## src/rtl/audio_port_pkg.sv

```systemverilog
// Contract
// - Receive fast clock input replaces core clock.
// - Transmit fast clock input replaces core clock.
// - Async mode: receive sync frames receivers.
// - Sync mode: receive sync is flag or enable.
// - Flag one direction follows receive sync direction.
// - Output flag one updates on frame/slot.
// - Input flag one captured on frame/slot.
// - Transmit sync frames both, or transmitters only.
// - Transmit sync direction from its control bit.
// - Receive bit clock async; flag zero sync.
// - Flag zero direction follows receive clock direction.
// - Flag zero out and in, frame/slot aligned.
// - Transmit bit clock serves both in sync.
// - Four data pins: transmitter or receiver; only the first one is read as receive data.
// - Transmitters one and zero output only.
// - Second port takes four shared data pins.
// - Second port GPIO takes pins eight-eleven.
// - GPIO pins: input, output or disconnected.
// - Reset leaves every pin disconnected.
package audio_port_pkg;

    localparam int NPINS = 12;
    localparam int PIN_RX_BCK = 0;
    localparam int PIN_RX_FS = 1;
    localparam int PIN_HF_RX = 2;
    localparam int PIN_TX_BCK = 3;
    localparam int PIN_TX_FS = 4;
    localparam int PIN_HF_TX = 5;
    localparam int PIN_DATA_LO = 6;
    localparam int PIN_TX1 = 10;
    localparam int PIN_TX0 = 11;
    localparam int SHARED_LO = 8;
    localparam int N_SHARED = 4;
    localparam int N_DUAL = 4;
    localparam int N_TX = 6;
    localparam int TX1_IDX = 1;
    localparam int TX0_IDX = 0;

    localparam logic [1:0] GPIO_OFF = 2'h0;
    localparam logic [1:0] GPIO_IN = 2'h1;
    localparam logic [1:0] GPIO_OUT = 2'h2;

    localparam int WORD_BITS = 24;
    localparam int BIT_W = 5;
    localparam logic [BIT_W-1:0] LAST_BIT = BIT_W'(WORD_BITS - 1);
    localparam logic [BIT_W-1:0] CNT_IDLE = BIT_W'(WORD_BITS);
    localparam int SLOTS = 2;
    localparam int SLOT_W = 1;
    localparam logic [SLOT_W-1:0] LAST_SLOT = SLOT_W'(SLOTS - 1);
    localparam int FIFO_DEPTH = 32;

    localparam int CLK_PERIOD_NS = 100;
    localparam int BCK_PERIOD_NS = 800;
    localparam int BCK_HALF_TICKS = (BCK_PERIOD_NS / 2 + CLK_PERIOD_NS - 1) / CLK_PERIOD_NS;
    localparam int DIV_W = 3;
    localparam logic [DIV_W-1:0] LAST_DIV = DIV_W'(BCK_HALF_TICKS - 1);

    typedef enum logic [1:0] {
        TX_IDLE = 2'h0,
        TX_WAIT = 2'h1,
        TX_SHIFT = 2'h3
    } tx_state_t;

    // True when a GPIO mode drives its pin.
    function automatic logic gpio_drives(input logic [1:0] mode);
        return mode == GPIO_OUT;
    endfunction : gpio_drives

    // True when a GPIO mode reads its pin.
    function automatic logic gpio_reads(input logic [1:0] mode);
        return mode == GPIO_IN;
    endfunction : gpio_reads

endpackage : audio_port_pkg

```

## src/rtl/stream_if.sv

```systemverilog
`timescale 1ns/10ps
// Valid/ready word stream between the port logic and its buffer.
interface stream_if #(parameter int WIDTH = 24);
    logic valid;
    logic ready;
    logic [WIDTH-1:0] data;
    modport src(output valid, output data, input ready);
    modport snk(input valid, input data, output ready);
endinterface : stream_if

```

## src/rtl/audio_serial_port.sv

```systemverilog
`timescale 1ns/10ps
module audio_serial_port
    import audio_port_pkg::*;
(
    input wire logic clk,
    input wire logic nrst,
    input wire logic [NPINS-1:0] pin_i,
    output logic [NPINS-1:0] pin_o,
    output logic [NPINS-1:0] pin_oe,
    input wire logic [NPINS-1:0] pin_func_en,
    input wire logic [2*NPINS-1:0] gpio_mode,
    input wire logic [NPINS-1:0] gpio_out,
    output logic [NPINS-1:0] gpio_in,
    input wire logic sync_mode_select,
    input wire logic network_mode,
    input wire logic tx_buffer_enable_select,
    input wire logic rx_sync_direction,
    input wire logic rx_clock_direction,
    input wire logic tx_sync_direction,
    input wire logic tx_clock_direction,
    input wire logic rx_hf_direction,
    input wire logic tx_hf_direction,
    input wire logic rx_hf_source_sel,
    input wire logic tx_hf_source_sel,
    input wire logic output_flag_zero,
    input wire logic output_flag_one,
    output logic input_flag_zero,
    output logic input_flag_one,
    input wire logic [N_TX-1:0] tx_enable,
    input wire logic rx_enable,
    input wire logic [N_DUAL-1:0] data_rx_sel,
    input wire logic [WORD_BITS-1:0] tx_data,
    input wire logic tx_valid,
    output logic tx_ready,
    output logic [WORD_BITS-1:0] rx_data,
    output logic rx_valid,
    input wire logic second_port_enable,
    input wire logic second_gpio_enable,
    input wire logic [N_SHARED-1:0] sp_data_o,
    input wire logic [N_SHARED-1:0] sp_data_oe,
    output logic [N_SHARED-1:0] sp_data_i,
    input wire logic [2*N_SHARED-1:0] sp_gpio_mode,
    input wire logic [N_SHARED-1:0] sp_gpio_out,
    output logic [N_SHARED-1:0] sp_gpio_in
);

    ////////////////////////////////////////////////////////////////////////
    // Declarations.
    ////////////////////////////////////////////////////////////////////////

    logic [NPINS-1:0] sync1_r;
    logic [NPINS-1:0] sync2_r;
    logic [NPINS-1:0] pin_s;
    logic hf_div_r;
    logic [1:0] hf_prev_r;
    logic rx_hf_edge;
    logic tx_hf_edge;
    logic rx_tick;
    logic tx_tick;
    logic sync_on;

    logic tx_bck;
    logic tx_fs;
    logic tx_rise;
    logic tx_fall;
    logic tx_word;
    logic tx_frame;
    logic rx_bck;
    logic rx_fs;
    logic rx_rise;
    logic rx_fall;
    logic rx_word;
    logic rx_frame;

    logic flag_evt;
    logic flag0_in_mode;
    logic flag1_in_mode;
    logic of0_r;
    logic of1_r;
    logic if0_r;
    logic if1_r;

    tx_state_t tx_state_r;
    tx_state_t tx_state_nxt;
    logic [WORD_BITS-1:0] tx_sh_r;
    logic [WORD_BITS-1:0] tx_sh_nxt;
    logic tx_any;
    logic tx_load;
    logic tx_bit;
    logic tx_active;

    logic rcv_rise;
    logic rcv_word;
    logic rcv_on;
    logic rcv_bit;
    logic [BIT_W-1:0] rx_cnt_r;
    logic [WORD_BITS-1:0] rx_sh_r;
    logic [WORD_BITS-1:0] rx_data_r;
    logic rx_valid_r;

    logic [NPINS-1:0] fn_o;
    logic [NPINS-1:0] fn_oe;
    logic [NPINS-1:0] pin_o_nxt;
    logic [NPINS-1:0] pin_oe_nxt;
    logic [NPINS-1:0] gpio_in_nxt;
    logic [NPINS-1:0] pin_o_r;
    logic [NPINS-1:0] pin_oe_r;
    logic [NPINS-1:0] gpio_in_r;
    logic [N_SHARED-1:0] sp_gpio_in_r;
    logic [N_SHARED-1:0] sp_data_i_r;
    logic shared_taken;

    stream_if #(.WIDTH(WORD_BITS)) fifo_in ();
    stream_if #(.WIDTH(WORD_BITS)) fifo_out ();

    ////////////////////////////////////////////////////////////////////////
    // Pin synchronisers and the fast clocks.
    ////////////////////////////////////////////////////////////////////////

    // Every pin crosses two flops; only the second stage is read.
    always_ff @(posedge clk or negedge nrst) begin
        if (!nrst) begin
            sync1_r <= '0;
            sync2_r <= '0;
        end else begin
            sync1_r <= pin_i;
            sync2_r <= sync1_r;
        end
    end

    assign pin_s = sync2_r;
    assign sync_on = sync_mode_select;

    // Fast clock output is the core clock halved.
    always_ff @(posedge clk or negedge nrst) begin
        if (!nrst) begin
            hf_div_r <= 1'b0;
            hf_prev_r <= 2'h0;
        end else begin
            hf_div_r <= ~hf_div_r;
            hf_prev_r <= {pin_s[PIN_HF_TX], pin_s[PIN_HF_RX]};
        end
    end

    assign rx_hf_edge = pin_s[PIN_HF_RX] & ~hf_prev_r[0];
    assign tx_hf_edge = pin_s[PIN_HF_TX] & ~hf_prev_r[1];
    assign rx_tick = (rx_hf_source_sel & ~rx_hf_direction) ? rx_hf_edge : 1'b1;
    assign tx_tick = (tx_hf_source_sel & ~tx_hf_direction) ? tx_hf_edge : 1'b1;

    ////////////////////////////////////////////////////////////////////////
    // Bit clock and frame timing for each direction.
    ////////////////////////////////////////////////////////////////////////

    bit_timing tx_eng (
        .clk(clk),
        .nrst(nrst),
        .tick(tx_tick),
        .bck_dir_out(tx_clock_direction),
        .fs_dir_out(tx_sync_direction),
        .bck_pin(pin_s[PIN_TX_BCK]),
        .fs_pin(pin_s[PIN_TX_FS]),
        .bck_out(tx_bck),
        .fs_out(tx_fs),
        .rise(tx_rise),
        .fall(tx_fall),
        .word_start(tx_word),
        .frame_start(tx_frame)
    );

    bit_timing rx_eng (
        .clk(clk),
        .nrst(nrst),
        .tick(rx_tick),
        .bck_dir_out(rx_clock_direction),
        .fs_dir_out(rx_sync_direction),
        .bck_pin(pin_s[PIN_RX_BCK]),
        .fs_pin(pin_s[PIN_RX_FS]),
        .bck_out(rx_bck),
        .fs_out(rx_fs),
        .rise(rx_rise),
        .fall(rx_fall),
        .word_start(rx_word),
        .frame_start(rx_frame)
    );

    ////////////////////////////////////////////////////////////////////////
    // Serial flags, timed by the transmit frame, or by each transmit slot in network mode.
    ////////////////////////////////////////////////////////////////////////

    assign flag_evt = network_mode ? tx_word : tx_frame;
    assign flag0_in_mode = sync_on & ~rx_clock_direction;
    assign flag1_in_mode = sync_on & ~tx_buffer_enable_select & ~rx_sync_direction;

    // Flags move only at the event, so the pin never glitches mid-slot.
    always_ff @(posedge clk or negedge nrst) begin
        if (!nrst) begin
            of0_r <= 1'b0;
            of1_r <= 1'b0;
            if0_r <= 1'b0;
            if1_r <= 1'b0;
        end else if (flag_evt) begin
            of0_r <= output_flag_zero;
            of1_r <= output_flag_one;
            if0_r <= flag0_in_mode ? pin_s[PIN_RX_BCK] : if0_r;
            if1_r <= flag1_in_mode ? pin_s[PIN_RX_FS] : if1_r;
        end
    end

    assign input_flag_zero = if0_r;
    assign input_flag_one = if1_r;

    ////////////////////////////////////////////////////////////////////////
    // Transmit path: buffer, state machine and shifter.
    ////////////////////////////////////////////////////////////////////////

    assign fifo_in.valid = tx_valid;
    assign fifo_in.data = tx_data;
    assign tx_ready = fifo_in.ready;

    word_fifo #(.WIDTH(WORD_BITS), .DEPTH(FIFO_DEPTH)) tx_fifo (
        .clk(clk),
        .nrst(nrst),
        .in_s(fifo_in.snk),
        .out_s(fifo_out.src)
    );

    assign tx_any = |tx_enable;
    assign tx_load = tx_word & tx_any & (tx_state_r != TX_IDLE);
    assign fifo_out.ready = tx_load;
    assign tx_active = tx_state_r == TX_SHIFT;
    assign tx_bit = tx_sh_r[WORD_BITS-1];

    // An empty buffer at a slot start sends a zero word, not stale data.
    always_comb begin
        tx_state_nxt = tx_state_r;
        case (tx_state_r)
            TX_IDLE: begin
                if (tx_any) begin
                    tx_state_nxt = TX_WAIT;
                end
            end
            TX_WAIT, TX_SHIFT: begin
                if (!tx_any) begin
                    tx_state_nxt = TX_IDLE;
                end else if (tx_word) begin
                    tx_state_nxt = fifo_out.valid ? TX_SHIFT : TX_WAIT;
                end
            end
            default: begin
                tx_state_nxt = TX_IDLE;
            end
        endcase
    end

    // Load at the slot start, shift on every falling bit clock edge.
    assign tx_sh_nxt = !tx_any ? '0 :
                       tx_load ? (fifo_out.valid ? fifo_out.data : '0) :
                       tx_fall ? {tx_sh_r[WORD_BITS-2:0], 1'b0} : tx_sh_r;

    always_ff @(posedge clk or negedge nrst) begin
        if (!nrst) begin
            tx_state_r <= TX_IDLE;
            tx_sh_r <= '0;
        end else begin
            tx_state_r <= tx_state_nxt;
            tx_sh_r <= tx_sh_nxt;
        end
    end

    ////////////////////////////////////////////////////////////////////////
    // Receive path on the first dual data pin.
    ////////////////////////////////////////////////////////////////////////

    assign rcv_rise = sync_on ? tx_rise : rx_rise;
    assign rcv_word = sync_on ? tx_word : rx_word;
    assign rcv_on = rx_enable & data_rx_sel[0] & pin_func_en[PIN_DATA_LO];
    assign rcv_bit = pin_s[PIN_DATA_LO];

    // A word is only delivered after a full slot seen from its start.
    always_ff @(posedge clk or negedge nrst) begin
        if (!nrst) begin
            rx_cnt_r <= CNT_IDLE;
            rx_sh_r <= '0;
            rx_data_r <= '0;
            rx_valid_r <= 1'b0;
        end else begin
            rx_valid_r <= 1'b0;
            if (!rcv_on) begin
                rx_cnt_r <= CNT_IDLE;
            end else if (rcv_word) begin
                rx_cnt_r <= '0;
            end else if (rcv_rise && rx_cnt_r != CNT_IDLE) begin
                rx_sh_r <= {rx_sh_r[WORD_BITS-2:0], rcv_bit};
                rx_cnt_r <= (rx_cnt_r == LAST_BIT) ? CNT_IDLE : rx_cnt_r + 1'b1;
                if (rx_cnt_r == LAST_BIT) begin
                    rx_data_r <= {rx_sh_r[WORD_BITS-2:0], rcv_bit};
                    rx_valid_r <= 1'b1;
                end
            end
        end
    end

    assign rx_data = rx_data_r;
    assign rx_valid = rx_valid_r;

    ////////////////////////////////////////////////////////////////////////
    // Serial function drive of each pin.
    ////////////////////////////////////////////////////////////////////////

    assign fn_oe[PIN_HF_RX] = rx_hf_direction;
    assign fn_o[PIN_HF_RX] = hf_div_r;
    assign fn_oe[PIN_HF_TX] = tx_hf_direction;
    assign fn_o[PIN_HF_TX] = hf_div_r;
    assign fn_oe[PIN_RX_BCK] = rx_clock_direction;
    assign fn_o[PIN_RX_BCK] = sync_on ? of0_r : rx_bck;
    assign fn_oe[PIN_RX_FS] = rx_sync_direction;
    assign fn_o[PIN_RX_FS] = !sync_on ? rx_fs :
                             tx_buffer_enable_select ? tx_active : of1_r;
    assign fn_oe[PIN_TX_BCK] = tx_clock_direction;
    assign fn_o[PIN_TX_BCK] = tx_bck;
    assign fn_oe[PIN_TX_FS] = tx_sync_direction;
    assign fn_o[PIN_TX_FS] = tx_fs;
    assign fn_oe[PIN_TX1] = tx_enable[TX1_IDX];
    assign fn_o[PIN_TX1] = tx_bit;
    assign fn_oe[PIN_TX0] = tx_enable[TX0_IDX];
    assign fn_o[PIN_TX0] = tx_bit;

    for (genvar k = 0; k < N_DUAL; k++) begin : g_dual
        assign fn_oe[PIN_DATA_LO+k] = ~data_rx_sel[k] & tx_enable[N_TX-1-k];
        assign fn_o[PIN_DATA_LO+k] = tx_bit;
    end

    ////////////////////////////////////////////////////////////////////////
    // Function, GPIO and second-port selection per pin.
    ////////////////////////////////////////////////////////////////////////

    assign shared_taken = second_gpio_enable | second_port_enable;

    for (genvar i = 0; i < NPINS; i++) begin : g_pin
        logic own_o;
        logic own_oe;
        logic own_rd;
        assign own_oe = pin_func_en[i] ? fn_oe[i] : gpio_drives(gpio_mode[2*i +: 2]);
        assign own_o = pin_func_en[i] ? fn_o[i] : gpio_out[i];
        assign own_rd = ~pin_func_en[i] & gpio_reads(gpio_mode[2*i +: 2]);
        if (i >= SHARED_LO) begin : g_shared
            localparam int J = i - SHARED_LO;
            assign pin_oe_nxt[i] = second_gpio_enable ?
                                   gpio_drives(sp_gpio_mode[2*J +: 2]) :
                                   second_port_enable ? sp_data_oe[J] : own_oe;
            assign pin_o_nxt[i] = second_gpio_enable ? sp_gpio_out[J] :
                                  second_port_enable ? sp_data_o[J] : own_o;
            assign gpio_in_nxt[i] = own_rd & ~shared_taken & pin_s[i];
        end else begin : g_own
            assign pin_oe_nxt[i] = own_oe;
            assign pin_o_nxt[i] = own_o;
            assign gpio_in_nxt[i] = own_rd & pin_s[i];
        end
    end

    ////////////////////////////////////////////////////////////////////////
    // Registered pin drive and read-back.
    ////////////////////////////////////////////////////////////////////////

    always_ff @(posedge clk or negedge nrst) begin
        if (!nrst) begin
            pin_o_r <= '0;
            pin_oe_r <= '0;
            gpio_in_r <= '0;
            sp_gpio_in_r <= '0;
            sp_data_i_r <= '0;
        end else begin
            pin_o_r <= pin_o_nxt;
            pin_oe_r <= pin_oe_nxt;
            gpio_in_r <= gpio_in_nxt;
            sp_data_i_r <= second_port_enable & ~second_gpio_enable ?
                           pin_s[SHARED_LO +: N_SHARED] : '0;
            for (int j = 0; j < N_SHARED; j++) begin
                sp_gpio_in_r[j] <= second_gpio_enable &
                                   gpio_reads(sp_gpio_mode[2*j +: 2]) &
                                   pin_s[SHARED_LO+j];
            end
        end
    end

    assign pin_o = pin_o_r;
    assign pin_oe = pin_oe_r;
    assign gpio_in = gpio_in_r;
    assign sp_gpio_in = sp_gpio_in_r;
    assign sp_data_i = sp_data_i_r;

endmodule : audio_serial_port

```

## src/rtl/bit_timing.sv

```systemverilog
`timescale 1ns/10ps
module bit_timing
    import audio_port_pkg::*;
(
    input wire logic clk,
    input wire logic nrst,
    input wire logic tick,
    input wire logic bck_dir_out,
    input wire logic fs_dir_out,
    input wire logic bck_pin,
    input wire logic fs_pin,
    output logic bck_out,
    output logic fs_out,
    output logic rise,
    output logic fall,
    output logic word_start,
    output logic frame_start
);
    logic [DIV_W-1:0] div_r;
    logic bck_r;
    logic prev_r;
    logic [BIT_W-1:0] bit_r;
    logic [SLOT_W-1:0] slot_r;
    logic fs_smp_r;
    logic fs_old_r;
    logic fs_r;
    logic level;
    logic restart;
    logic wrap;

    // Edges come from the own divider or the synchronised pin.
    assign level = bck_dir_out ? bck_r : bck_pin;
    assign rise = level & ~prev_r;
    assign fall = ~level & prev_r;
    // An external sync seen at a sampling edge restarts slot zero.
    assign restart = ~fs_dir_out & fs_smp_r & ~fs_old_r;
    assign wrap = bit_r == LAST_BIT;
    assign word_start = fall & (restart | wrap);
    assign frame_start = fall & (restart | (wrap & (slot_r == LAST_SLOT)));
    assign bck_out = bck_r;
    assign fs_out = fs_r;

    // Divider, edge history and the bit and slot counters.
    always_ff @(posedge clk or negedge nrst) begin
        if (!nrst) begin
            div_r <= '0;
            bck_r <= 1'b0;
            prev_r <= 1'b0;
            bit_r <= '0;
            slot_r <= '0;
            fs_smp_r <= 1'b0;
            fs_old_r <= 1'b0;
            fs_r <= 1'b0;
        end else begin
            prev_r <= level;
            if (tick) begin
                div_r <= (div_r == LAST_DIV) ? '0 : div_r + 1'b1;
                bck_r <= (div_r == LAST_DIV) ? ~bck_r : bck_r;
            end
            if (rise) begin
                fs_smp_r <= fs_pin;
                fs_old_r <= fs_smp_r;
            end
            if (fall) begin
                fs_r <= frame_start;
                bit_r <= (restart | wrap) ? '0 : bit_r + 1'b1;
                if (restart) begin
                    slot_r <= '0;
                end else if (wrap) begin
                    slot_r <= (slot_r == LAST_SLOT) ? '0 : slot_r + 1'b1;
                end
            end
        end
    end
endmodule : bit_timing

```

## src/rtl/word_fifo.sv

```systemverilog
`timescale 1ns/10ps
module word_fifo #(
    parameter int WIDTH = 24,
    parameter int DEPTH = 32
) (
    input wire logic clk,
    input wire logic nrst,
    stream_if.snk in_s,
    stream_if.src out_s
);
    localparam int AW = $clog2(DEPTH);
    localparam logic [AW:0] CNT_FULL = (AW + 1)'(DEPTH);

    logic [WIDTH-1:0] mem [DEPTH];
    logic [AW-1:0] wp_r;
    logic [AW-1:0] rp_r;
    logic [AW:0] count_r;
    logic ov_r;
    logic [WIDTH-1:0] od_r;
    logic push;
    logic load;
    logic drain;

    // The output register adds one word of slack beyond the memory.
    assign in_s.ready = count_r != CNT_FULL;
    assign push = in_s.valid & in_s.ready;
    assign drain = ov_r & out_s.ready;
    assign load = (count_r != '0) & (~ov_r | out_s.ready);
    assign out_s.valid = ov_r;
    assign out_s.data = od_r;

    // Storage holds no reset so it maps onto plain memory.
    always_ff @(posedge clk) begin
        if (push) begin
            mem[wp_r] <= in_s.data;
        end
    end

    // Pointers, fill count and the registered read word.
    always_ff @(posedge clk or negedge nrst) begin
        if (!nrst) begin
            wp_r <= '0;
            rp_r <= '0;
            count_r <= '0;
            ov_r <= 1'b0;
            od_r <= '0;
        end else begin
            if (push) begin
                wp_r <= wp_r + 1'b1;
            end
            if (load) begin
                od_r <= mem[rp_r];
                rp_r <= rp_r + 1'b1;
                ov_r <= 1'b1;
            end else if (drain) begin
                ov_r <= 1'b0;
            end
            if (push & ~load) begin
                count_r <= count_r + 1'b1;
            end else if (load & ~push) begin
                count_r <= count_r - 1'b1;
            end
        end
    end
endmodule : word_fifo
```

## config.mk

```make
export PLATFORM = sky130hd
export DESIGN_NAME = audio_serial_port
export DESIGN_NICKNAME = d
export VERILOG_FILES = /design/src/rtl/audio_port_pkg.sv /design/src/rtl/stream_if.sv /design/src/rtl/audio_serial_port.sv /design/src/rtl/bit_timing.sv /design/src/rtl/word_fifo.sv
export SDC_FILE = /design/constraint.sdc
export NUM_CORES = 1
export LEC_CHECK = 0
export BUFFER_PORTS_ARGS = -buffer_cell sky130_fd_sc_hd__clkbuf_2
export CAP_MARGIN = 5
export CORE_MARGIN = 2
export CORE_UTILIZATION = 65
export DETAILED_ROUTE_END_ITERATION = 8
export PLACE_DENSITY = 0.84
export SLEW_MARGIN = 40
export SYNTH_ARGS = -nofsm -noshare
export SYNTH_HDL_FRONTEND = slang
export SYNTH_SLANG_ARGS = --single-unit
```

## constraint.sdc

```tcl
create_clock -name clk -period 5.3 [get_ports clk]
set_input_delay 0.53 -clock clk [delete_from_list [all_inputs] [get_ports clk]]
set_output_delay 0.53 -clock clk [all_outputs]
set_load 0.03 [all_outputs]
```

==> Implementation_results.wiki, run 1 <==
{| class="wikitable"
! Metric !! Value
|-
| Run status || completed
|-
| Number of nets in the final layout || 2,487
|-
| Share of the synthesized area in the top cell type || 59.7%
|-
| Standard-cell row count || 89
|-
| DP HPWL || 50,700 um
|-
| Synthesized area || 0.0386 sq mm
|-
| TritonCTS clock tree || yes
|-
| Setup CP Type || reg -> reg
|-
| Max Freq || 293 MHz
|-
| Core area || 0.0589 sq mm
|-
| Worst path cell trace || mux2i_4 > o211ai_4 > or3_1 > a21oi_4 > inv_1 > ha_1 > inv_1 > ha_1 > a21o_1 > a21oi_1 > or4_1 > nand4_1 > xor2_1
|-
| Vias in the first global route || 21,497
|-
| # diodes || 0
|-
| Routed wire length || 88,900 um
|-
| Average cell area after synthesis || 18.7 sq um
|-
| Req. time, crit path || 5.82 ns
|-
| Via count || 21,048
|-
| Top cell type by total area after synthesis || edfxtp_1
|-
| Number of synthesized flops with an enable pin || 768
|-
| Unrepaired setup endpoints after global routing || no
|-
| Antenna violations before repair || 0
|-
| Biggest area contributors in the synthesized netlist || edfxtp_1 (60%), dfrtp_1 (14%), mux4_2 (8.4%)
|-
| Antenna-violating nets left || 0
|-
| Clk sinks || 991
|-
| Overall die width || 248 um
|-
| Maximum single-stage delay on the critical path || 0.50 ns
|-
| CTS Root Cell || clkbuf_16
|-
| Met2 capacity usage during global routing || 47.8%
|-
| I/O pin total || 205
|-
| Depth of the most critical reg-to-reg path || 13
|-
| Number of buffers added on ports || 204
|-
| Static leakage power || 0.0162 uW
|-
| Overflow after GRT || 0
|-
| Busiest layer in global routing || met2
|-
| H-Tree Level Count || 3
|-
| Minimum setup slack in the final design || 1.88 ns
|-
| Via density per instance || 6.60
|-
| Hold Path Stages || 2
|-
| Transition time of the tightest slew-check pin || 0.841 ns
|-
| Cell with the most instances after synthesis || edfxtp_1
|-
| Met3 Usage GRT || 5.10%
|-
| Number of distinct library cells after synthesis || 65
|-
| Cell with the largest stage delay on the worst path || or3_1
|-
| First-pass GRT wire length || 131,000 um
|-
| Tmin final || 3.42 ns
|-
| Endpoint kind of the worst setup timing path || flop
|-
| Tightest slew margin relative to the limit || 43.9%
|-
| Initial Utilization || 65.6%
|-
| Die Y-Extent || 248 um
|-
| Accumulated negative setup slack || 0 ns
|-
| Gate count after technology mapping || 2,065
|-
| Most used flip-flop cell after synthesis || edfxtp_1
|-
| Post-CTS clock slew at the launch and capture registers of the worst setup and hold paths || 0.06 ns
|-
| GRT met1 Usage || 39.7%
|-
| GRT Overall Usage || 29.4%
|-
| DRC violation total after the first TritonRoute iteration || 2,383
|-
| Power density cells || 499 mW/mm^2
|-
| Overall power after layout || 22,000 uW
|-
| Utilization after layout || 74.9%
|-
| Number of nets in the synthesized netlist || 2,215
|-
| Seq cells post-synth || 991
|-
| Sequential fraction of the synthesis area || 74.1%
|-
| Max clock buf depth || 3
|-
| Layout overhead on the synthesized area || 14.2%
|-
| Period utilization || 64.5%
|-
| Worst slack after detailed placement || 1.37 ns
|-
| Worst setup slack for register-to-register paths || 1.88 ns
|-
| Total of warnings raised by yosys || 0
|-
| Fraction of final layout cells with drive strength greater than 1 || 29.0%
|-
| Critical path data arrival time || 3.94 ns
|-
| Remaining DRCs || 0
|-
| Number of violations of the max-capacitance limit || 0
|-
| DIE AREA || 0.0614 sq mm
|-
| Number of detailed-route iterations in the first pass || 5
|-
| Top cells by instance count after synthesis || edfxtp_1 (768), dfrtp_1 (221), mux2i_1 (150)
|-
| Largest net degree at the start of global routing || 109
|-
| Clock Skews || 0.0301 ns
|-
| Final-report max-slew violation count || 0
|-
| Number of hold violations in the final report || 0
|-
| Type of the most critical hold path || in -> reg
|-
| CP Max Fanout || 23
|-
| RD Place Congestion || 0.827
|-
| Routed wire per std cell || 27.9 um
|-
| Final setup vio count || 0
|-
| Worst voltage drop across the vdd grid || 0.359 mV
|-
| Element type at the critical path start || flop
|-
| Share of flip-flops with an asynchronous set or reset || 22.5%
|-
| Insertion delay to the later sink of the worst-skew pair || 0.66 ns
|-
| Number of buffers added by the clock tree synthesis step || 95
|}
final cells by class:
type	count	area (sq um)
Multi-Input combinational cell	955	9550
Clock inverter	56	608
Tap cell	773	967
Inverter	17	63.8
Fill cell	3176	14800
Clock buffer	118	2510
Timing Repair Buffer	277	1740
Sequential cell	991	28700
report_power, final:
group / internal, uW / leakage, uW / switching (uW)
combinational: 2420 / 0.00495 / 3130
sequential: 9120 / 0.00977 / 564
clock: 3960 / 0.00152 / 2810
total: 15500 / 0.0162 / 6500
metal layers:
| metal | up-vias | part of all wire (%) |
|---|---|---|
| met1 | 10774 | 37 |
| met4 | 0 | 4.6 |
| met5 | - | 0 |
| met3 | 259 | 8.9 |
| li1 | 8770 | - |
| met2 | 1245 | 49 |
worst paths after layout:
kind | startpoint | endpoint
max | tx_eng.bck_out | tx_fifo.count_r[5]
min | gpio_mode[13] | gpio_in[6]
max reg2reg | tx_eng.bck_out | tx_fifo.count_r[5]
min reg2reg | sync1_r[6] | pin_s[6]
max in group asynchronous | nrst | sync1_r[9]
min in group asynchronous | nrst | pin_oe[4]
cells by family after synthesis:
logic type,after synthesis,share of synthesized area [%]
buf+inv,119,1.41
mux,388,15.2
simple gates,287,3.90
compound gates,246,4.37
xor+xnor,17,0.385
fa+ha+maj,17,0.570
flops,991,74.1
critical path: cells and delay by family, from the launching register on:
kind	cells	cell delay [ns]
buffers and inverters	2	0.26
xor gates and xnor gates	1	0.16
DFF	1	0.43
adders and majority gates	2	0.52
and+or+nand+nor	3	0.77
muxes	1	0.29
AOI/OAI and AO/OA	4	0.89
what timing repair did:
action | 4_1_cts | 5_1_grt
gates resized for setup | 0 | 0
hold buffers | 13 | 0
buffers inserted | 0 | 0
hold endpoints to repair | 118 | 0
placed cells by master (no fill, tap or decap), types with 5 or more instances in the layout:
| cell | Yosys | routed |
|---|---|---|
| buf_4 | 6 | 49 |
| edfxtp_1 | 768 | 768 |
| a211o_1 | 24 | 24 |
| a2bb2oi_1 | 24 | 24 |
| o221ai_1 | 24 | 24 |
| mux2_2 | 74 | 74 |
| xor2_1 | 8 | 8 |
| xnor2_1 | 9 | 9 |
| nand3_1 | 10 | 10 |
| o21ai_0 | 54 | 54 |
| a21oi_1 | 44 | 44 |
| mux2_4 | 18 | 18 |
| nand3b_1 | 13 | 13 |
| nand2_1 | 73 | 73 |
| mux2i_1 | 150 | 150 |
| and4b_1 | 6 | 6 |
| clkbuf_1 | 59 | 19 |
| nand2b_1 | 11 | 11 |
| bufinv_16 | 0 | 12 |
| nor4bb_1 | 6 | 6 |
| clkbuf_2 | 0 | 203 |
| dlygate4sd3_1 | 0 | 13 |
| mux4_2 | 144 | 144 |
| dfrtp_1 | 221 | 215 |
| nor2_1 | 87 | 53 |
| clkbuf_16 | 0 | 96 |
| nor3_1 | 11 | 11 |
| ha_1 | 16 | 16 |
| clkinv_1 | 0 | 16 |
| nor2_2 | 1 | 33 |
| a22oi_1 | 24 | 24 |
| buf_12 | 2 | 8 |
| nand4_1 | 5 | 5 |
| clkinv_2 | 0 | 18 |
| o22ai_1 | 28 | 28 |
| inv_1 | 17 | 17 |
| and2_1 | 31 | 30 |
| or3b_2 | 5 | 5 |
state kept, by name, indices dropped and copies added, names as in the netlist, 5 cells and up:
register and flops:
gpio_in 12, tx_fifo.rp_r 5, rx_cnt_r 5, tx_fifo.wp_r 5, sync1_r 12, rx_data 24
tx_eng.bit_r 5, pin_oe 12, pin_o 12, rx_eng.bit_r 5, tx_fifo.out_s.data 24, rx_sh_r 23
tx_sh_r 24, tx_fifo.mem 768, pin_s 12, tx_fifo.count_r 6
metrics by stage:
stage          instances  hold slack, ns  area, sq um
2_1_floorplan       2065           0.234        38600
3_3_place_gp        2994           0.334        40700
3_5_place_dp        2998           0.336        40800
4_1_cts             3185          0.0260        44100
5_1_grt             3187          0.0490        44100
6_report            3187          0.0583        44100
Note: power is estimated with default switching activity, not from simulation.
==> run 2: changes to the inputs <==
- CORE_UTILIZATION: 65 -> 61
- PLACE_DENSITY: 0.84 -> 0.8
- clock period: 5.3 -> 3.5 ns (I/O delays scaled with it)
==> run 2 against run 1 <==
Clock skew fell by 0.011 ns. Cell area rose by 2.3%. Sequential share of layout area fell by 1.5 points. Via count fell by 0.63%. Flip-flop and latch count did not move. Power rose by 52%. Global-route usage fell by 3.0 points. Hold slack got worse by 0.031 ns. Combinational power rose by 55%. Critical endpoint unchanged.
==> Implementation_results.wiki, run 2 (same netlist as run 1, synthesis figures left out) <==
{| class="wikitable"
! Metric !! Value
|-
| Final-report max-slew violation count || 0
|-
| Clk sinks || 991
|-
| Final setup vio count || 0
|-
| Core area || 0.0629 sq mm
|-
| Worst voltage drop across the vdd grid || 0.589 mV
|-
| Die Y-Extent || 256 um
|-
| DIE AREA || 0.0654 sq mm
|-
| Unrepaired setup endpoints after global routing || no
|-
| Remaining DRCs || 0
|-
| Static leakage power || 0.0167 uW
|-
| Worst path cell trace || ha_1 > and4b_1 > nor2_2 > or3_1 > a21oi_4 > inv_1 > ha_1 > inv_1 > ha_1 > a21o_1 > a21oi_2 > or4_1 > nand4_1 > xor2_1
|-
| Utilization after layout || 71.8%
|-
| Via count || 20,915
|-
| GRT Overall Usage || 26.4%
|-
| H-Tree Level Count || 3
|-
| Insertion delay to the later sink of the worst-skew pair || 0.64 ns
|-
| Critical path data arrival time || 3.75 ns
|-
| Routed wire length || 85,500 um
|-
| Register with the most flip-flops || tx_fifo.mem
|-
| Tmin final || 3.19 ns
|-
| Transition time of the tightest slew-check pin || 0.800 ns
|-
| Layout overhead on the synthesized area || 16.7%
|-
| Number of buffers added on ports || 204
|-
| Overall die width || 256 um
|-
| Number of nets in the final layout || 2,587
|-
| Antenna-violating nets left || 0
|-
| Run status || completed
|-
| Via density per instance || 6.23
|-
| Max Freq || 314 MHz
|-
| CP startpoint || tx_eng.bit_r[0]
|-
| First-pass GRT wire length || 131,000 um
|-
| TritonCTS clock tree || yes
|-
| DRC violation total after the first TritonRoute iteration || 2,149
|-
| Number of buffers added by the clock tree synthesis step || 96
|-
| Post-CTS clock slew at the launch and capture registers of the worst setup and hold paths || 0.06 ns
|-
| Kind of cell with the highest combined delay on the critical path || simple AND/OR/NAND/NOR gates
|-
| Accumulated negative setup slack || 0 ns
|-
| CP Max Fanout || 5
|-
| Vias in the first global route || 21,690
|-
| Tightest slew margin relative to the limit || 46.7%
|-
| Element type at the critical path start || flop
|-
| Endpoint kind of the worst setup timing path || flop
|-
| CP dominant cell by count || ha_1
|-
| RR Startpoint || tx_eng.bit_r[0]
|-
| Routed wire per std cell || 25.5 um
|-
| Number of hold violations in the final report || 0
|-
| Max clock buf depth || 3
|-
| DP HPWL || 51,200 um
|-
| Commonest cells after routing, fill and taps aside || edfxtp_1 (768), dfrtp_1 (217), clkbuf_2 (203)
|-
| Post-route worst hold slack || 0.0272 ns
|-
| Type of the most critical hold path || in -> reg
|-
| Largest net degree at the start of global routing || 111
|-
| Initial Utilization || 61.5%
|-
| Req. time, crit path || 4.06 ns
|-
| Post-CTS setup-driven buffer insertion count || 0
|-
| Maximum single-stage delay on the critical path || 0.48 ns
|-
| Power density cells || 739 mW/mm^2
|-
| I/O pin total || 205
|-
| Most frequent standard cell in the layout excluding fill and tap cells || edfxtp_1
|-
| # diodes || 0
|-
| Standard-cell row count || 92
|-
| Antenna violations before repair || 4
|-
| Sum of buffers and inverters on the critical path || 2
|-
| Number of detailed-route iterations in the first pass || 5
|-
| Flip-flop count of the largest register, all copies and words added || 768
|-
| Clock Skews || 0.0192 ns
|-
| Overflow after GRT || 0
|-
| Period utilization || 91.1%
|-
| Fraction of final layout cells with drive strength greater than 1 || 28.8%
|-
| Setup CP Type || reg -> reg
|-
| CTS Root Cell || clkbuf_16
|-
| Hold Crit Start || sp_data_o[3]
|-
| Cell with the largest stage delay on the worst path || or4_1
|-
| Number of violations of the max-capacitance limit || 0
|-
| RD Place Congestion || 1.01
|}
-- run 2: where the power goes --
part	switching (uW)	internal (uW)	leakage (uW)	total, uW
clock	4260	5900	0.00150	10200
combinational	4820	3790	0.00540	8600
sequential	772	13800	0.00977	14600
-- run 2: final timing paths --
path | endpoint | slack (ns) | cells after the start
max reg2reg | tx_fifo.count_r[5] | 0.31 | 14
min reg2reg | pin_s[8] | 0.35 | 0
max in group asynchronous | pin_o[5] | 2.17 | 4
max | tx_fifo.count_r[5] | 0.31 | 14
min | pin_o[11] | 0.03 | 3
min in group asynchronous | gpio_in[6] | 0.20 | 2
-- run 2: per-layer routing --
layer  vias to the layer above  part of all wire (%)  track usage [%]
met1                     10787                    40             36.5
li1                       8947                     -                -
met4                         6                   2.3             7.29
met5                         -                 0.048                0
met3                       159                   7.7             4.85
met2                      1016                    50             43.8
-- run 2: layout make-up --
class,instances,area (sq um)
clock buffer,118,2590
clock inverter,54,514
tap,846,1060
inverter,17,63.8
timing repair buffer,376,2690
multi-input combinational,955,9540
sequential,991,28700
fill,3702,17700
-- run 2: stage by stage --
step                      worst slack, ns  std cells  power [uW]  cell area [sq um]
after floorplan                    0.0993       2065       20300              38600
after global placement              0.264       3097       22900              41100
after detailed placement            0.247       3097       23200              41100
after CTS                           0.278       3356       33500              45100
after global routing               0.0622       3357       34600              45100
final                               0.310       3357       33300              45100
-- run 2: timing repair --
action / CTS / global route
hold buffers: 87 / 0
endpoints found under the setup margin: 0 / 1
hold endpoints to repair: 157 / 0
gates resized for setup: 0 / 1
-- run 2: worst reg2reg max path, stage by stage, from the launching register on --
cell and delay, ns:
dfrtp_1 0.40, ha_1 0.25, and4b_1 0.28, nor2_2 0.05
or3_1 0.42, a21oi_4 0.18, inv_1 0.05, ha_1 0.21
inv_1 0.16, ha_1 0.18, a21o_1 0.10, a21oi_2 0.07
or4_1 0.48, nand4_1 0.12, xor2_1 0.15
==> run 3: changes to the inputs <==
- ABC_AREA: not set -> 1
- PLACE_DENSITY: 0.8 -> 0.79
==> run 3 against run 2 <==
Die area grew 6.0%. Final cell count rose by 51%. Largest power group unchanged. Wire length rose by 22%. Flip-flop and latch count unchanged. Power rose by 0.84%. First-iteration DRC count is 64% higher. Hold slack gained 0.022 ns. Area after synthesis grew 6.1%. Critical path depth is 5 lower. Cell area grew 4.9%. Non-clock buffer count increased by 9. Register-to-register slack better by 0.46 ns.
==> Implementation_results.wiki, run 3 <==
{| class="wikitable"
! Metric !! Value
|-
| Run status || completed
|-
| Period utilization || 78.1%
|-
| Most used flip-flop cell after synthesis || edfxtp_1
|-
| Overflow after GRT || 0
|-
| # diodes || 0
|-
| Number of distinct library cells after synthesis || 47
|-
| Fraction of final layout cells with drive strength greater than 1 || 11.8%
|-
| Synthesized area || 0.0410 sq mm
|-
| H-Tree Level Count || 3
|-
| Flip-flop count of the largest register, all copies and words added || 768
|-
| Worst slack after detailed placement || 0.634 ns
|-
| Top cell type by total area after synthesis || edfxtp_1
|-
| Number of violations of the max-capacitance limit || 0
|-
| Number of synthesized flops with an enable pin || 768
|-
| Tightest slew margin relative to the limit || 44.8%
|-
| Type of the most critical hold path || in -> reg
|-
| Core area || 0.0668 sq mm
|-
| CTS Root Cell || clkbuf_16
|-
| Number of nets in the final layout || 4,277
|-
| First-pass GRT wire length || 161,000 um
|-
| Clock Skews || 0.0245 ns
|-
| Final-report max-slew violation count || 0
|-
| Max Freq || 366 MHz
|-
| RD Place Congestion || 0.852
|-
| Register with the most flip-flops || tx_fifo.mem
|-
| DIE AREA || 0.0693 sq mm
|-
| Via density per instance || 5.78
|-
| TritonCTS clock tree || yes
|-
| Dpl cells || 4,798
|-
| Final non-filler cell total || 5,080
|-
| Antenna-violating nets left || 0
|-
| Total of warnings raised by yosys || 0
|-
| CP Max Fanout || 16
|-
| Static leakage power || 0.0197 uW
|-
| Via count || 29,387
|-
| Remaining DRCs || 0
|-
| # resized after CTS || 0
|-
| Post-synthesis share of cell area spent on xor and xnor gates || 0.342%
|-
| Max clock buf depth || 3
|-
| Transition time of the tightest slew-check pin || 0.828 ns
|-
| Number of nets in the synthesized netlist || 3,983
|-
| Worst path cell trace || inv_1 > nand3_1 > inv_1 > nand3_1 > nand2_1 > inv_2 > nand2_1 > nor2_2 > buf_4
|-
| Insertion delay to the later sink of the worst-skew pair || 0.66 ns
|-
| Final setup vio count || 0
|-
| Maximum single-stage delay on the critical path || 0.63 ns
|-
| Die Y-Extent || 263 um
|-
| Layout overhead on the synthesized area || 15.4%
|-
| Minimum setup slack in the final design || 0.768 ns
|-
| Vias in the first global route || 28,844
|-
| Average cell area after synthesis || 10.7 sq um
|-
| Cell with the largest stage delay on the worst path || nor2_2
|-
| Routed wire length || 104,000 um
|-
| Tmin final || 2.73 ns
|-
| DP HPWL || 59,300 um
|-
| Unrepaired setup endpoints after global routing || no
|-
| Fraction of the mapped netlist area in simple logic gates || 21.3%
|-
| Cell with the most instances after synthesis || nand2_1
|-
| Arithmetic-cell share of the synthesized area counting full adders, half adders and majority gates || 0.537%
|-
| Initial Utilization || 61.4%
|-
| Power density cells || 710 mW/mm^2
|-
| Standard-cell row count || 95
|-
| I/O pin total || 205
|-
| Endpoint kind of the worst setup timing path || flop
|-
| Largest family of logic cells by synthesized area || simple AND/OR/NAND/NOR gates
|-
| Fraction of the mapped netlist area in compound gates || 3.42%
|-
| Filler Cell Count || 4,428
|-
| Met3 Usage GRT || 6.97%
|-
| Req. time, crit path || 3.83 ns
|-
| Seq cells post-synth || 991
|-
| Biggest area contributors in the synthesized netlist || edfxtp_1 (56%), dfrtp_1 (13%), nand2_1 (11%)
|-
| Overall die width || 263 um
|-
| Utilization after layout || 70.8%
|-
| Largest net degree at the start of global routing || 141
|-
| Sequential fraction of the synthesis area || 69.9%
|-
| Critical path data arrival time || 3.06 ns
|-
| GRT met1 Usage || 40.0%
|-
| Gate count after technology mapping || 3,833
|-
| Share of flip-flops with an asynchronous set or reset || 22.5%
|-
| Met2 capacity usage during global routing || 49.0%
|-
| Fraction of synthesized area in multiplexers || 0.0763%
|-
| Number of buffers added on ports || 204
|-
| Post-CTS clock slew at the launch and capture registers of the worst setup and hold paths || 0.06 ns
|-
| GRT Overall Usage || 30.2%
|-
| Setup CP Type || reg -> reg
|-
| Clk sinks || 991
|-
| Number of detailed-route iterations in the first pass || 6
|-
| Routed wire per std cell || 20.5 um
|-
| Number of hold violations in the final report || 0
|-
| Share of the synthesized area in the top cell type || 56.2%
|-
| Busiest layer in global routing || met2
|-
| Top cells by instance count after synthesis || nand2_1 (1,237), edfxtp_1 (768), nand3_1 (422)
|-
| DRC violation total after the first TritonRoute iteration || 3,520
|-
| Antenna violations before repair || 0
|-
| Worst voltage drop across the vdd grid || 0.728 mV
|-
| Accumulated negative setup slack || 0 ns
|-
| Most frequent standard cell in the layout excluding fill and tap cells || nand2_1
|-
| Commonest cells after routing, fill and taps aside || nand2_1 (1,236), edfxtp_1 (768), nand3_1 (422)
|-
| Number of buffers added by the clock tree synthesis step || 98
|-
| Element type at the critical path start || flop
|}
run 3: area by class of cell:
| cell class | count | area, sq um | area share, % |
|---|---|---|---|
| clock buffer | 139 | 2710 | 5.72 |
| clock inverter | 41 | 317 | 0.669 |
| inverter | 244 | 941 | 1.99 |
| multi-input combinational | 2407 | 10700 | 22.6 |
| sequential | 991 | 28700 | 60.6 |
| tap | 873 | 1090 | 2.31 |
| timing repair buffer | 385 | 2910 | 6.16 |
run 3: per-stage QoR:
stage	power (uW)	instance area [sq um]	hold WS (ns)
after global placement	23200	43200	0.332
after CTS	33600	47300	0.00127
after floorplan	20500	41000	0.0544
final	33600	47300	0.0489
after detailed placement	23500	43200	0.335
after global routing	35300	47300	0.0306
run 3: per-layer routing:
metal / routed length (um) / up-vias
met5: 0 / -
met4: 3660 / 0
met3: 10700 / 246
met2: 50500 / 1604
met1: 39500 / 14133
li1: - / 13404
run 3: power breakdown:
part	switching (uW)	internal (uW)	leakage (uW)
registers	823	13800	0.00979
logic	6330	2710	0.00840
clock network	4340	5620	0.00147
run 3: timing repair:
| item | CTS | global route |
|---|---|---|
| hold endpoints to repair | 140 | 0 |
| setup buffers | 0 | 0 |
| hold buffers | 99 | 0 |
run 3: cells by family after synthesis:
family | count (synthesis)
simple gates | 2100
xor+xnor | 16
compound gates | 271
buf+inv | 435
flops | 991
fa+ha+maj | 17
mux | 3
run 3: final timing paths:
kind | from | endpoint | slack (ns) | cells after the start
setup / recovery | tx_fifo.count_r[0] | tx_fifo.mem[3][8] | 0.77 | 9
hold / removal | tx_buffer_enable_select | input_flag_one | 0.05 | 4
setup reg to reg | tx_fifo.count_r[0] | tx_fifo.mem[3][8] | 0.77 | 9
hold reg to reg | sync1_r[2] | pin_s[2] | 0.34 | 0
max in group asynchronous | nrst | tx_eng.fs_smp_r | 2.30 | 4
min in group asynchronous | nrst | pin_oe[2] | 0.16 | 2
run 3: worst max-delay path, delay by kind of cell (launching register included):
kind                   cells  cell delay [ns]
and+or+nand+nor            5             1.28
buffers and inverters      4             0.67
DFF                        1             0.45
